==> src/core/tdct_defines.svh <==
/*
  Register indices, field positions, reset values and timing counts for the
  triple down-counting timer block.
  Assumes the including file has no conflicting macro names.
*/
`ifndef TDCT_DEFINES_SVH
`define TDCT_DEFINES_SVH

// Configuration register indices, one per timer
`define TDCT_CFG0_IDX 8'hb0
`define TDCT_CFG1_IDX 8'hb3
`define TDCT_CFG2_IDX 8'hb6
// Count high byte indices, one per timer
`define TDCT_HI0_IDX 8'hb1
`define TDCT_HI1_IDX 8'hb4
`define TDCT_HI2_IDX 8'hb7
// Count low byte indices, one per timer
`define TDCT_LO0_IDX 8'hb2
`define TDCT_LO1_IDX 8'hb5
`define TDCT_LO2_IDX 8'hb8
// Sticky completion flags, write one to clear
`define TDCT_STAT_IDX 8'hba
// Live count readback: low byte at base + 2*timer, high byte one above
`define TDCT_LIVE_BASE_IDX 8'hbc

// Configuration fields
`define TDCT_RUN_BIT 0
`define TDCT_SINGLE_BIT 1
`define TDCT_TIMER_CLOCK_SELECT_BIT 2
`define TDCT_CFG_W 3
`define TDCT_CFG_RESET 3'h0
`define TDCT_BYTE_RESET 8'h00

// Timing
`define TDCT_CLK_HZ 100000000
`define TDCT_SLOW_HZ 32000
`define TDCT_SLOW_DIV (`TDCT_CLK_HZ / `TDCT_SLOW_HZ)

`endif

==> src/core/tdct_pkg.sv <==
/*
  Types shared by the timer block: counter state, register kinds, count word.
  Assumes the defines header is available for constants.
*/
package tdct_pkg;
  // Per-timer counter state
  typedef enum logic [0:0] {TDCT_HELD, TDCT_COUNT} tdct_state_t;
  // Kind of register selected by a bus address
  typedef enum logic [2:0] {
    TDCT_R_NONE, TDCT_R_CFG, TDCT_R_HI, TDCT_R_LO, TDCT_R_STAT, TDCT_R_LIVE
  } tdct_reg_kind_t;
  // Count value word
  typedef logic [15:0] tdct_count_t;
endpackage : tdct_pkg

==> src/core/tdct_timer.sv <==
/*
  One 16-bit down counter with hold, start load, reload and single pass.
  Assumes the parent supplies the tick enable, the run and mode bits and
  clears the run bit when o_clear_run pulses.
*/
`timescale 1ns/1ps
`include "tdct_defines.svh"

module tdct_timer (
  input wire logic i_clk,
  input wire logic i_arst_n,
  input wire logic i_run,
  input wire logic i_single,
  input wire logic i_tick,
  input wire tdct_pkg::tdct_count_t i_reload,
  output tdct_pkg::tdct_count_t o_count,
  output logic o_done,
  output logic o_clear_run
);
  import tdct_pkg::*;

  tdct_state_t state; // Held or counting
  tdct_state_t next_state;
  tdct_count_t count; // Live count
  tdct_count_t next_count;

  // Next state and count
  always_comb
  begin
    next_state = state;
    next_count = count;
    o_done = 1'b0;
    o_clear_run = 1'b0;
    case (state)
      TDCT_HELD:
      begin
        next_count = '0;
        if (i_run)
        begin
          // Data writes reach the count only here or at reload
          next_count = i_reload;
          next_state = TDCT_COUNT;
        end
      end
      TDCT_COUNT:
      begin
        if (!i_run)
        begin
          next_state = TDCT_HELD;
          next_count = '0;
        end
        else if (i_tick)
        begin
          if (count == '0)
          begin
            o_done = 1'b1;
            if (i_single)
            begin
              // Back to held; parent drops run on the same edge
              o_clear_run = 1'b1;
              next_state = TDCT_HELD;
              next_count = '0;
            end
            else
            begin
              next_count = i_reload;
            end
          end
          else
          begin
            next_count = count - 16'h0001;
          end
        end
      end
      default:
      begin
        next_state = TDCT_HELD;
      end
    endcase
  end

  // State registers
  always_ff @(posedge i_clk or negedge i_arst_n)
  begin
    if (!i_arst_n)
    begin
      state <= TDCT_HELD;
      count <= '0;
    end
    else
    begin
      state <= next_state;
      count <= next_count;
    end
  end

  assign o_count = count;
endmodule : tdct_timer

==> src/core/tdct_top.sv <==
/*
  Three 16-bit down-counting timers behind an Avalon-MM slave with
  waitrequest. Each timer has a configuration byte and two count bytes.
  Assumes a 100 MHz clock; the slow timer clock is a 32 kHz enable derived
  here. Address is a word index; registers sit in data bits 7:0.
*/
`timescale 1ns/1ps
`include "tdct_defines.svh"

// Summary of operation
// - Three independent timers, each with own registers
// - Config bit 2 picks CPU or 32 kHz clock
// - Run bit low holds timer; high counts down
// - Continuous mode reloads at terminal count, continues
// - Single pass mode runs one period then stops
// - Single pass completion clears the run bit
// - Sixteen bit count: high and low byte registers
// - Count bytes read and write; both reset zero
// - Three config bits read, write, reset zero

module tdct_top (
  input wire logic i_clk,
  input wire logic i_arst_n,
  input wire logic [7:0] i_avs_address,
  input wire logic i_avs_read,
  input wire logic i_avs_write,
  input wire logic [31:0] i_avs_writedata,
  input wire logic [3:0] i_avs_byteenable,
  output logic [31:0] o_avs_readdata,
  output logic o_avs_waitrequest,
  output logic [2:0] o_timer_done
);
  import tdct_pkg::*;

  localparam int NT = 3; // Timer count
  localparam logic [7:0] CFG_IDX [NT] = '{`TDCT_CFG0_IDX, `TDCT_CFG1_IDX, `TDCT_CFG2_IDX};
  localparam logic [7:0] HI_IDX [NT] = '{`TDCT_HI0_IDX, `TDCT_HI1_IDX, `TDCT_HI2_IDX};
  localparam logic [7:0] LO_IDX [NT] = '{`TDCT_LO0_IDX, `TDCT_LO1_IDX, `TDCT_LO2_IDX};
  localparam logic [11:0] SLOW_LAST = 12'(`TDCT_SLOW_DIV - 1); // Divider wrap

  logic [`TDCT_CFG_W-1:0] cfg [NT]; // Config bits per timer
  logic [`TDCT_CFG_W-1:0] next_cfg [NT];
  logic [7:0] cnt_hi [NT]; // Count high bytes
  logic [7:0] next_cnt_hi [NT];
  logic [7:0] cnt_lo [NT]; // Count low bytes
  logic [7:0] next_cnt_lo [NT];
  logic [NT-1:0] done_flag; // Sticky completion flags
  logic [NT-1:0] next_done_flag;
  logic rd_pend; // Read in its answer cycle
  logic next_rd_pend;
  logic [31:0] rd_data; // Registered read answer
  logic [31:0] next_rd_data;
  logic [11:0] slow_cnt; // 32 kHz divider
  logic [11:0] next_slow_cnt;
  logic slow_tick; // One-cycle slow enable
  logic wr_stb; // Accepted low-lane write
  tdct_reg_kind_t acc_kind; // Decoded register kind
  logic [1:0] acc_unit; // Decoded timer number
  tdct_count_t live [NT]; // Live counts
  logic [NT-1:0] t_done; // Terminal-count pulses
  logic [NT-1:0] t_clear; // Single-pass run clears
  logic [NT-1:0] t_tick; // Per-timer tick enables

  // Address to register kind
  function automatic tdct_reg_kind_t reg_kind(input logic [7:0] a);
    tdct_reg_kind_t k;
    k = TDCT_R_NONE;
    for (int i = 0; i < NT; i++)
    begin
      if (a == CFG_IDX[i])
        k = TDCT_R_CFG;
      else if (a == HI_IDX[i])
        k = TDCT_R_HI;
      else if (a == LO_IDX[i])
        k = TDCT_R_LO;
    end
    if (a == `TDCT_STAT_IDX)
      k = TDCT_R_STAT;
    else if (a >= `TDCT_LIVE_BASE_IDX && a < `TDCT_LIVE_BASE_IDX + 8'(2 * NT))
      k = TDCT_R_LIVE;
    return k;
  endfunction : reg_kind

  // Address to timer number
  function automatic logic [1:0] reg_unit(input logic [7:0] a);
    logic [1:0] u;
    logic [7:0] off;
    u = 2'd0;
    off = a - `TDCT_LIVE_BASE_IDX;
    for (int i = 0; i < NT; i++)
    begin
      if (a == CFG_IDX[i] || a == HI_IDX[i] || a == LO_IDX[i])
        u = 2'(i);
    end
    if (a >= `TDCT_LIVE_BASE_IDX)
      u = off[2:1];
    return u;
  endfunction : reg_unit

  assign acc_kind = reg_kind(i_avs_address);
  assign acc_unit = reg_unit(i_avs_address);
  // Writes never wait; only the low byte lane carries register data
  assign wr_stb = i_avs_write && i_avs_byteenable[0];
  // Reads wait exactly one cycle while the answer is registered
  assign o_avs_waitrequest = i_avs_read && !rd_pend;
  assign o_avs_readdata = rd_data;
  assign o_timer_done = done_flag;

  // Slow clock enable: one pulse every divider period
  always_comb
  begin
    next_slow_cnt = (slow_cnt == SLOW_LAST) ? 12'h000 : slow_cnt + 12'h001;
    slow_tick = (slow_cnt == SLOW_LAST);
  end

  always_ff @(posedge i_clk or negedge i_arst_n)
  begin
    if (!i_arst_n)
      slow_cnt <= 12'h000;
    else
      slow_cnt <= next_slow_cnt;
  end

  // Timer instances, one per register set
  for (genvar g = 0; g < NT; g++)
  begin : g_timer
    // CPU clock ticks every cycle; otherwise the slow enable
    assign t_tick[g] = cfg[g][`TDCT_TIMER_CLOCK_SELECT_BIT] ? 1'b1 : slow_tick;
    tdct_timer u_timer (
      .i_clk(i_clk),
      .i_arst_n(i_arst_n),
      .i_run(cfg[g][`TDCT_RUN_BIT]),
      .i_single(cfg[g][`TDCT_SINGLE_BIT]),
      .i_tick(t_tick[g]),
      .i_reload({cnt_hi[g], cnt_lo[g]}),
      .o_count(live[g]),
      .o_done(t_done[g]),
      .o_clear_run(t_clear[g])
    );
  end

  // Register file next values
  always_comb
  begin
    for (int i = 0; i < NT; i++)
    begin
      next_cfg[i] = cfg[i];
      next_cnt_hi[i] = cnt_hi[i];
      next_cnt_lo[i] = cnt_lo[i];
      // Hardware clear first so a same-cycle software write wins
      if (t_clear[i])
        next_cfg[i][`TDCT_RUN_BIT] = 1'b0;
      if (wr_stb && acc_unit == 2'(i))
      begin
        // Reserved bits 7:3 are not stored and read as zero
        if (acc_kind == TDCT_R_CFG)
          next_cfg[i] = i_avs_writedata[`TDCT_CFG_W-1:0];
        else if (acc_kind == TDCT_R_HI)
          next_cnt_hi[i] = i_avs_writedata[7:0];
        else if (acc_kind == TDCT_R_LO)
          next_cnt_lo[i] = i_avs_writedata[7:0];
      end
    end
    // Completion flags: write one clears, a new event wins
    next_done_flag = done_flag;
    if (wr_stb && acc_kind == TDCT_R_STAT)
      next_done_flag = done_flag & ~i_avs_writedata[NT-1:0];
    next_done_flag = next_done_flag | t_done;
  end

  always_ff @(posedge i_clk or negedge i_arst_n)
  begin
    if (!i_arst_n)
    begin
      for (int i = 0; i < NT; i++)
      begin
        cfg[i] <= `TDCT_CFG_RESET;
        cnt_hi[i] <= `TDCT_BYTE_RESET;
        cnt_lo[i] <= `TDCT_BYTE_RESET;
      end
      done_flag <= '0;
    end
    else
    begin
      for (int i = 0; i < NT; i++)
      begin
        cfg[i] <= next_cfg[i];
        cnt_hi[i] <= next_cnt_hi[i];
        cnt_lo[i] <= next_cnt_lo[i];
      end
      done_flag <= next_done_flag;
    end
  end

  // Read path: capture in the wait cycle, present in the next
  always_comb
  begin
    next_rd_pend = i_avs_read && !rd_pend;
    next_rd_data = rd_data;
    if (i_avs_read && !rd_pend)
    begin
      // Unmapped indices answer zero
      next_rd_data = 32'h0000_0000;
      if (acc_kind == TDCT_R_CFG)
        next_rd_data[`TDCT_CFG_W-1:0] = cfg[acc_unit];
      else if (acc_kind == TDCT_R_HI)
        next_rd_data[7:0] = cnt_hi[acc_unit];
      else if (acc_kind == TDCT_R_LO)
        next_rd_data[7:0] = cnt_lo[acc_unit];
      else if (acc_kind == TDCT_R_STAT)
        next_rd_data[NT-1:0] = done_flag;
      else if (acc_kind == TDCT_R_LIVE)
        next_rd_data[7:0] = i_avs_address[0] ? live[acc_unit][15:8]
                                             : live[acc_unit][7:0];
    end
  end

  always_ff @(posedge i_clk or negedge i_arst_n)
  begin
    if (!i_arst_n)
    begin
      rd_pend <= 1'b0;
      rd_data <= 32'h0000_0000;
    end
    else
    begin
      rd_pend <= next_rd_pend;
      rd_data <= next_rd_data;
    end
  end

  // Helper: cycles since the last slow tick
  logic [11:0] gap_cnt;
  always_ff @(posedge i_clk or negedge i_arst_n)
  begin
    if (!i_arst_n)
      gap_cnt <= 12'h000;
    else
      gap_cnt <= slow_tick ? 12'h000 : gap_cnt + 12'h001;
  end
endmodule : tdct_top

==> config.mk <==
export PLATFORM = sky130hd
export DESIGN_NAME = tdct_top
export DESIGN_NICKNAME = d
export VERILOG_FILES = /design/src/core/tdct_pkg.sv /design/src/core/tdct_timer.sv /design/src/core/tdct_top.sv
export VERILOG_INCLUDE_DIRS = /design/src /design/src/core
export SDC_FILE = /design/constraint.sdc
export NUM_CORES = 1
export LEC_CHECK = 0
export BUFFER_PORTS_ARGS = -buffer_cell sky130_fd_sc_hd__buf_2
export CAP_MARGIN = 20
export CORE_MARGIN = 1.5
export CORE_UTILIZATION = 55
export CTS_CLUSTER_DIAMETER = 80
export CTS_CLUSTER_SIZE = 28
export DETAILED_ROUTE_END_ITERATION = 10
export PLACE_DENSITY = 0.75
export SYNTH_ARGS = -nofsm -noshare
export SYNTH_HDL_FRONTEND = slang
export SYNTH_SLANG_ARGS = --single-unit
==> constraint.sdc <==
create_clock -name i_clk -period 3.1 [get_ports i_clk]
set_input_delay 0.31 -clock i_clk [delete_from_list [all_inputs] [get_ports i_clk]]
set_output_delay 0.31 -clock i_clk [all_outputs]
set_load 0.02 [all_outputs]
==> results.md <==
* Vias per Instance at 6.54
* Max VDD drop at 0.000475 V
* # hold bufs at CTS at 0
* WP data required at 3.42 ns
* GRT overflow at 0
* CTS resizes at 0
* Multiplexer share of the synthesized area at 11.7%
* Mapped cell area at 0.00794 sq mm
* Post-synthesis xor/xnor area fraction at 2.54%
* Ratio of cells with drive above 1 in the final layout at 18.7%
* CTS tree: built
* Data arrival, critical path at 2.90 ns
* First-pass GRT wire length at 36100 microns
* Setup_tns at 0 ns
* Wirelength, routed at 23200 microns
* Area delta synth->final at 11.4%
* Drt first pass iters at 6
* RSZ-0062 raised after global routing: false
* Row count at 43
* Final Core Density at 63.2%
* Ant. Diodes at 0
* Fmax at 0.387 GHz
* FF+latch count, synth at 132
* Tot GR Track Use at 32.3%
* Longest Clk Path Bufs at 2
* CP endpoint kind: register
* Pwr dens at 482 mW/mm^2
* H-tree levels at 4
* # DRC at 0
* Max-slew violations at 0
* Predominant post-synthesis flop cell: dfrtp_1
* FFs w/ async S/R, synth at 100%
* Post-synthesis sequential area ratio at 41.6%
* Post-layout min period at 2.58 ns
* Failing checks: negative hold slack
* I/O Pins at 84
* Share of the synthesized area in the top cell type at 41.6%
* Die X-Extent at 123 microns
* Clock Sinks at 132
* Post-synth EDFFs at 0
* GP Congestion at 0.989
* Starting Density at 56.7%
* Post-Synth Simple-Gate Area at 19.7%
* Min-delay worst type: input pin to asynchronous set/reset pin
* TritonCTS buffer count at 17
* Post-route ant nets at 0
* Fraction of the mapped netlist area in compound gates at 17.1%
* Synth Area in Adders at 1.26%
* Average wire per standard cell at 21.6 microns
* DR iter-0 viols at 929
* Largest net degree at the start of global routing at 104
* Critical Path Start Type: register
* CTS root buf: clkbuf_16
* Clk slew on worst S/H paths at 0.06 ns
* WHS at -0.0449 ns
* Mean Syn Cell Area at 9.27 sq um
* Post-synth top area cell: dfrtp_1
* Largest family of logic cells by synthesized area: simple AND/OR/NAND/NOR gates
* Postcts setup bufs at 0
* Mapped Cells at 856
* Routed via count at 7054
* Latest clock arrival within the worst-skew pair at 0.43 ns
* Vias in the first global route at 6383
* Outcome: finished with violations
* Worst Max-Slew Pin Slew at 0.978 ns
* Static Leakage at 4.00 nW
* Fin. Hold Viols at 21
* Initial antenna violation count at 0
* Die Height at 123 microns
* Final setup viols at 0
* Fin Clk Skew at 0.0120 ns
* Synth warnings at 0
* Rel. slew slack at 34.8%
* Nets at 941
* Max cap viols at 0
* Port bufs at 32
* Tcrit/Tclk final at 83.4%
* Crit Path Category: register to register
* Crit Path Max Fanout at 17
* Yosys cell types at 72
* Die Area at 0.0152 sq mm
* Core Region at 0.0140 sq mm
* Dpl hpwl at 16900 microns
* Synth area leaders: dfrtp_1 (42%), mux2_2 (8.4%), o21ai_0 (4.8%)
## kinds of logic after synthesis
| family | after synthesis |
|---|---|
| compound gates | 217 |
| xor+xnor | 23 |
| fa+ha+maj | 8 |
| buf+inv | 91 |
| flops | 132 |
| mux | 85 |
| other cells | 1 |
| simple gates | 299 |
## where the power goes
| part | internal (mW) | switching (mW) | leakage [nW] |
|---|---|---|---|
| clock | 1.29 | 0.851 | 0.296 |
| sequential | 1.76 | 0.0401 | 1.81 |
| combinational | 0.0993 | 0.226 | 1.89 |
| total | 3.14 | 1.12 | 4.00 |
## worst paths after layout
check                                              startpoint                             to  slack (ns)  cells after the start
min in group i_clk                         i_avs_writedata[3]                      cnt_lo[3]        0.28                      2
max in group asynchronous                            i_arst_n  g_timer[2].u_timer.o_count[0]        2.27                      2
worst min register to register                    slow_cnt[0]                    slow_cnt[0]        0.50                      1
worst max-delay path            g_timer[1].u_timer.o_count[8]  g_timer[1].u_timer.o_count[5]        0.52                      6
worst min-delay path                                 i_arst_n              o_avs_readdata[1]       -0.04                      1
worst max register to register  g_timer[1].u_timer.o_count[8]  g_timer[1].u_timer.o_count[5]        0.52                      6
## synthesized netlist by cell type (12+ instances only)
cell and number:
xor2_1 14, clkbuf_1 24, a21oi_1 46, nand2_1 86
mux2_2 59, buf_2 12, buf_4 30, inv_1 21
nand3_1 38, dfrtp_1 132, a22oi_1 22, mux2i_1 26
nor3_1 30, nor2_1 53, a31oi_1 12, o211ai_1 12
o21ai_0 76, nor4_1 17
## routing by layer
layer	routed length (microns)	share of wire, %	track usage (%)	vias up
met5	0	0	0	-
met4	822	3.5	13.8	0
met3	2240	9.6	7.84	65
met2	10400	45	47.4	395
met1	9780	42	45.6	3425
li1	-	-	-	3169
## cell type report
cell class	instances	area, sq um
Clock inverter	15	193
Tap cell	180	225
Fill cell	1184	5150
Inverter	22	82.6
Timing Repair Buffer	56	359
Sequential cell	132	3300
Multi-Input combinational cell	656	4250
Clock buffer	17	425
## critical path: stages, from the launching register on
cell and delay, ns:
dfrtp_1 0.49, or4_4 0.56, nor3_2 0.21, nand4b_2 0.23
nand3_1 0.49, o21ai_0 0.18, a221o_1 0.31
## state kept, by name, summed over array words and instances, names as in the netlist
signal,cells
rd_pend,1
g_timer.u_timer.o_count,48
cnt_hi,24
g_timer.u_timer.state,3
o_timer_done,3
o_avs_readdata,8
cfg,9
slow_cnt,12
cnt_lo,24
## per-stage QoR
| step | worst slack (ns) | power [mW] | hold WS [ns] | instance area [sq um] | std cells |
|---|---|---|---|---|---|
| final | 0.516 | 4.26 | -0.0449 | 8840 | 1078 |
| after floorplan | 0.820 | 2.03 | 0.0144 | 8020 | 879 |
| after global routing | 0.348 | 4.39 | 0.0791 | 8840 | 1078 |
| after global placement | 0.547 | 2.14 | 0.481 | 8220 | 1046 |
| after detailed placement | 0.476 | 2.14 | 0.487 | 8220 | 1046 |
| after CTS | 0.516 | 4.27 | 0.0414 | 8840 | 1078 |
## layout by cell type (no fill, tap or decap), types with 8 or more instances in the layout
| cell | n |
|---|---|
| xnor2_1 | 9 |
| buf_4 | 23 |
| xor2_1 | 14 |
| nor4_1 | 16 |
| nand2_1 | 86 |
| dfrtp_1 | 132 |
| nor2_1 | 53 |
| nand2b_1 | 10 |
| a22oi_1 | 22 |
| o21ai_0 | 76 |
| or3_1 | 8 |
| ha_1 | 8 |
| mux2i_1 | 26 |
| nor3_1 | 30 |
| a221o_1 | 9 |
| a31oi_1 | 12 |
| inv_1 | 21 |
| nand3_1 | 38 |
| a21oi_1 | 46 |
| buf_2 | 31 |
| and3_1 | 10 |
| clkbuf_16 | 17 |
| conb_1 | 24 |
| o211ai_1 | 12 |
| mux2_2 | 59 |
No activity file was read; power rests on OpenSTA's default activity.
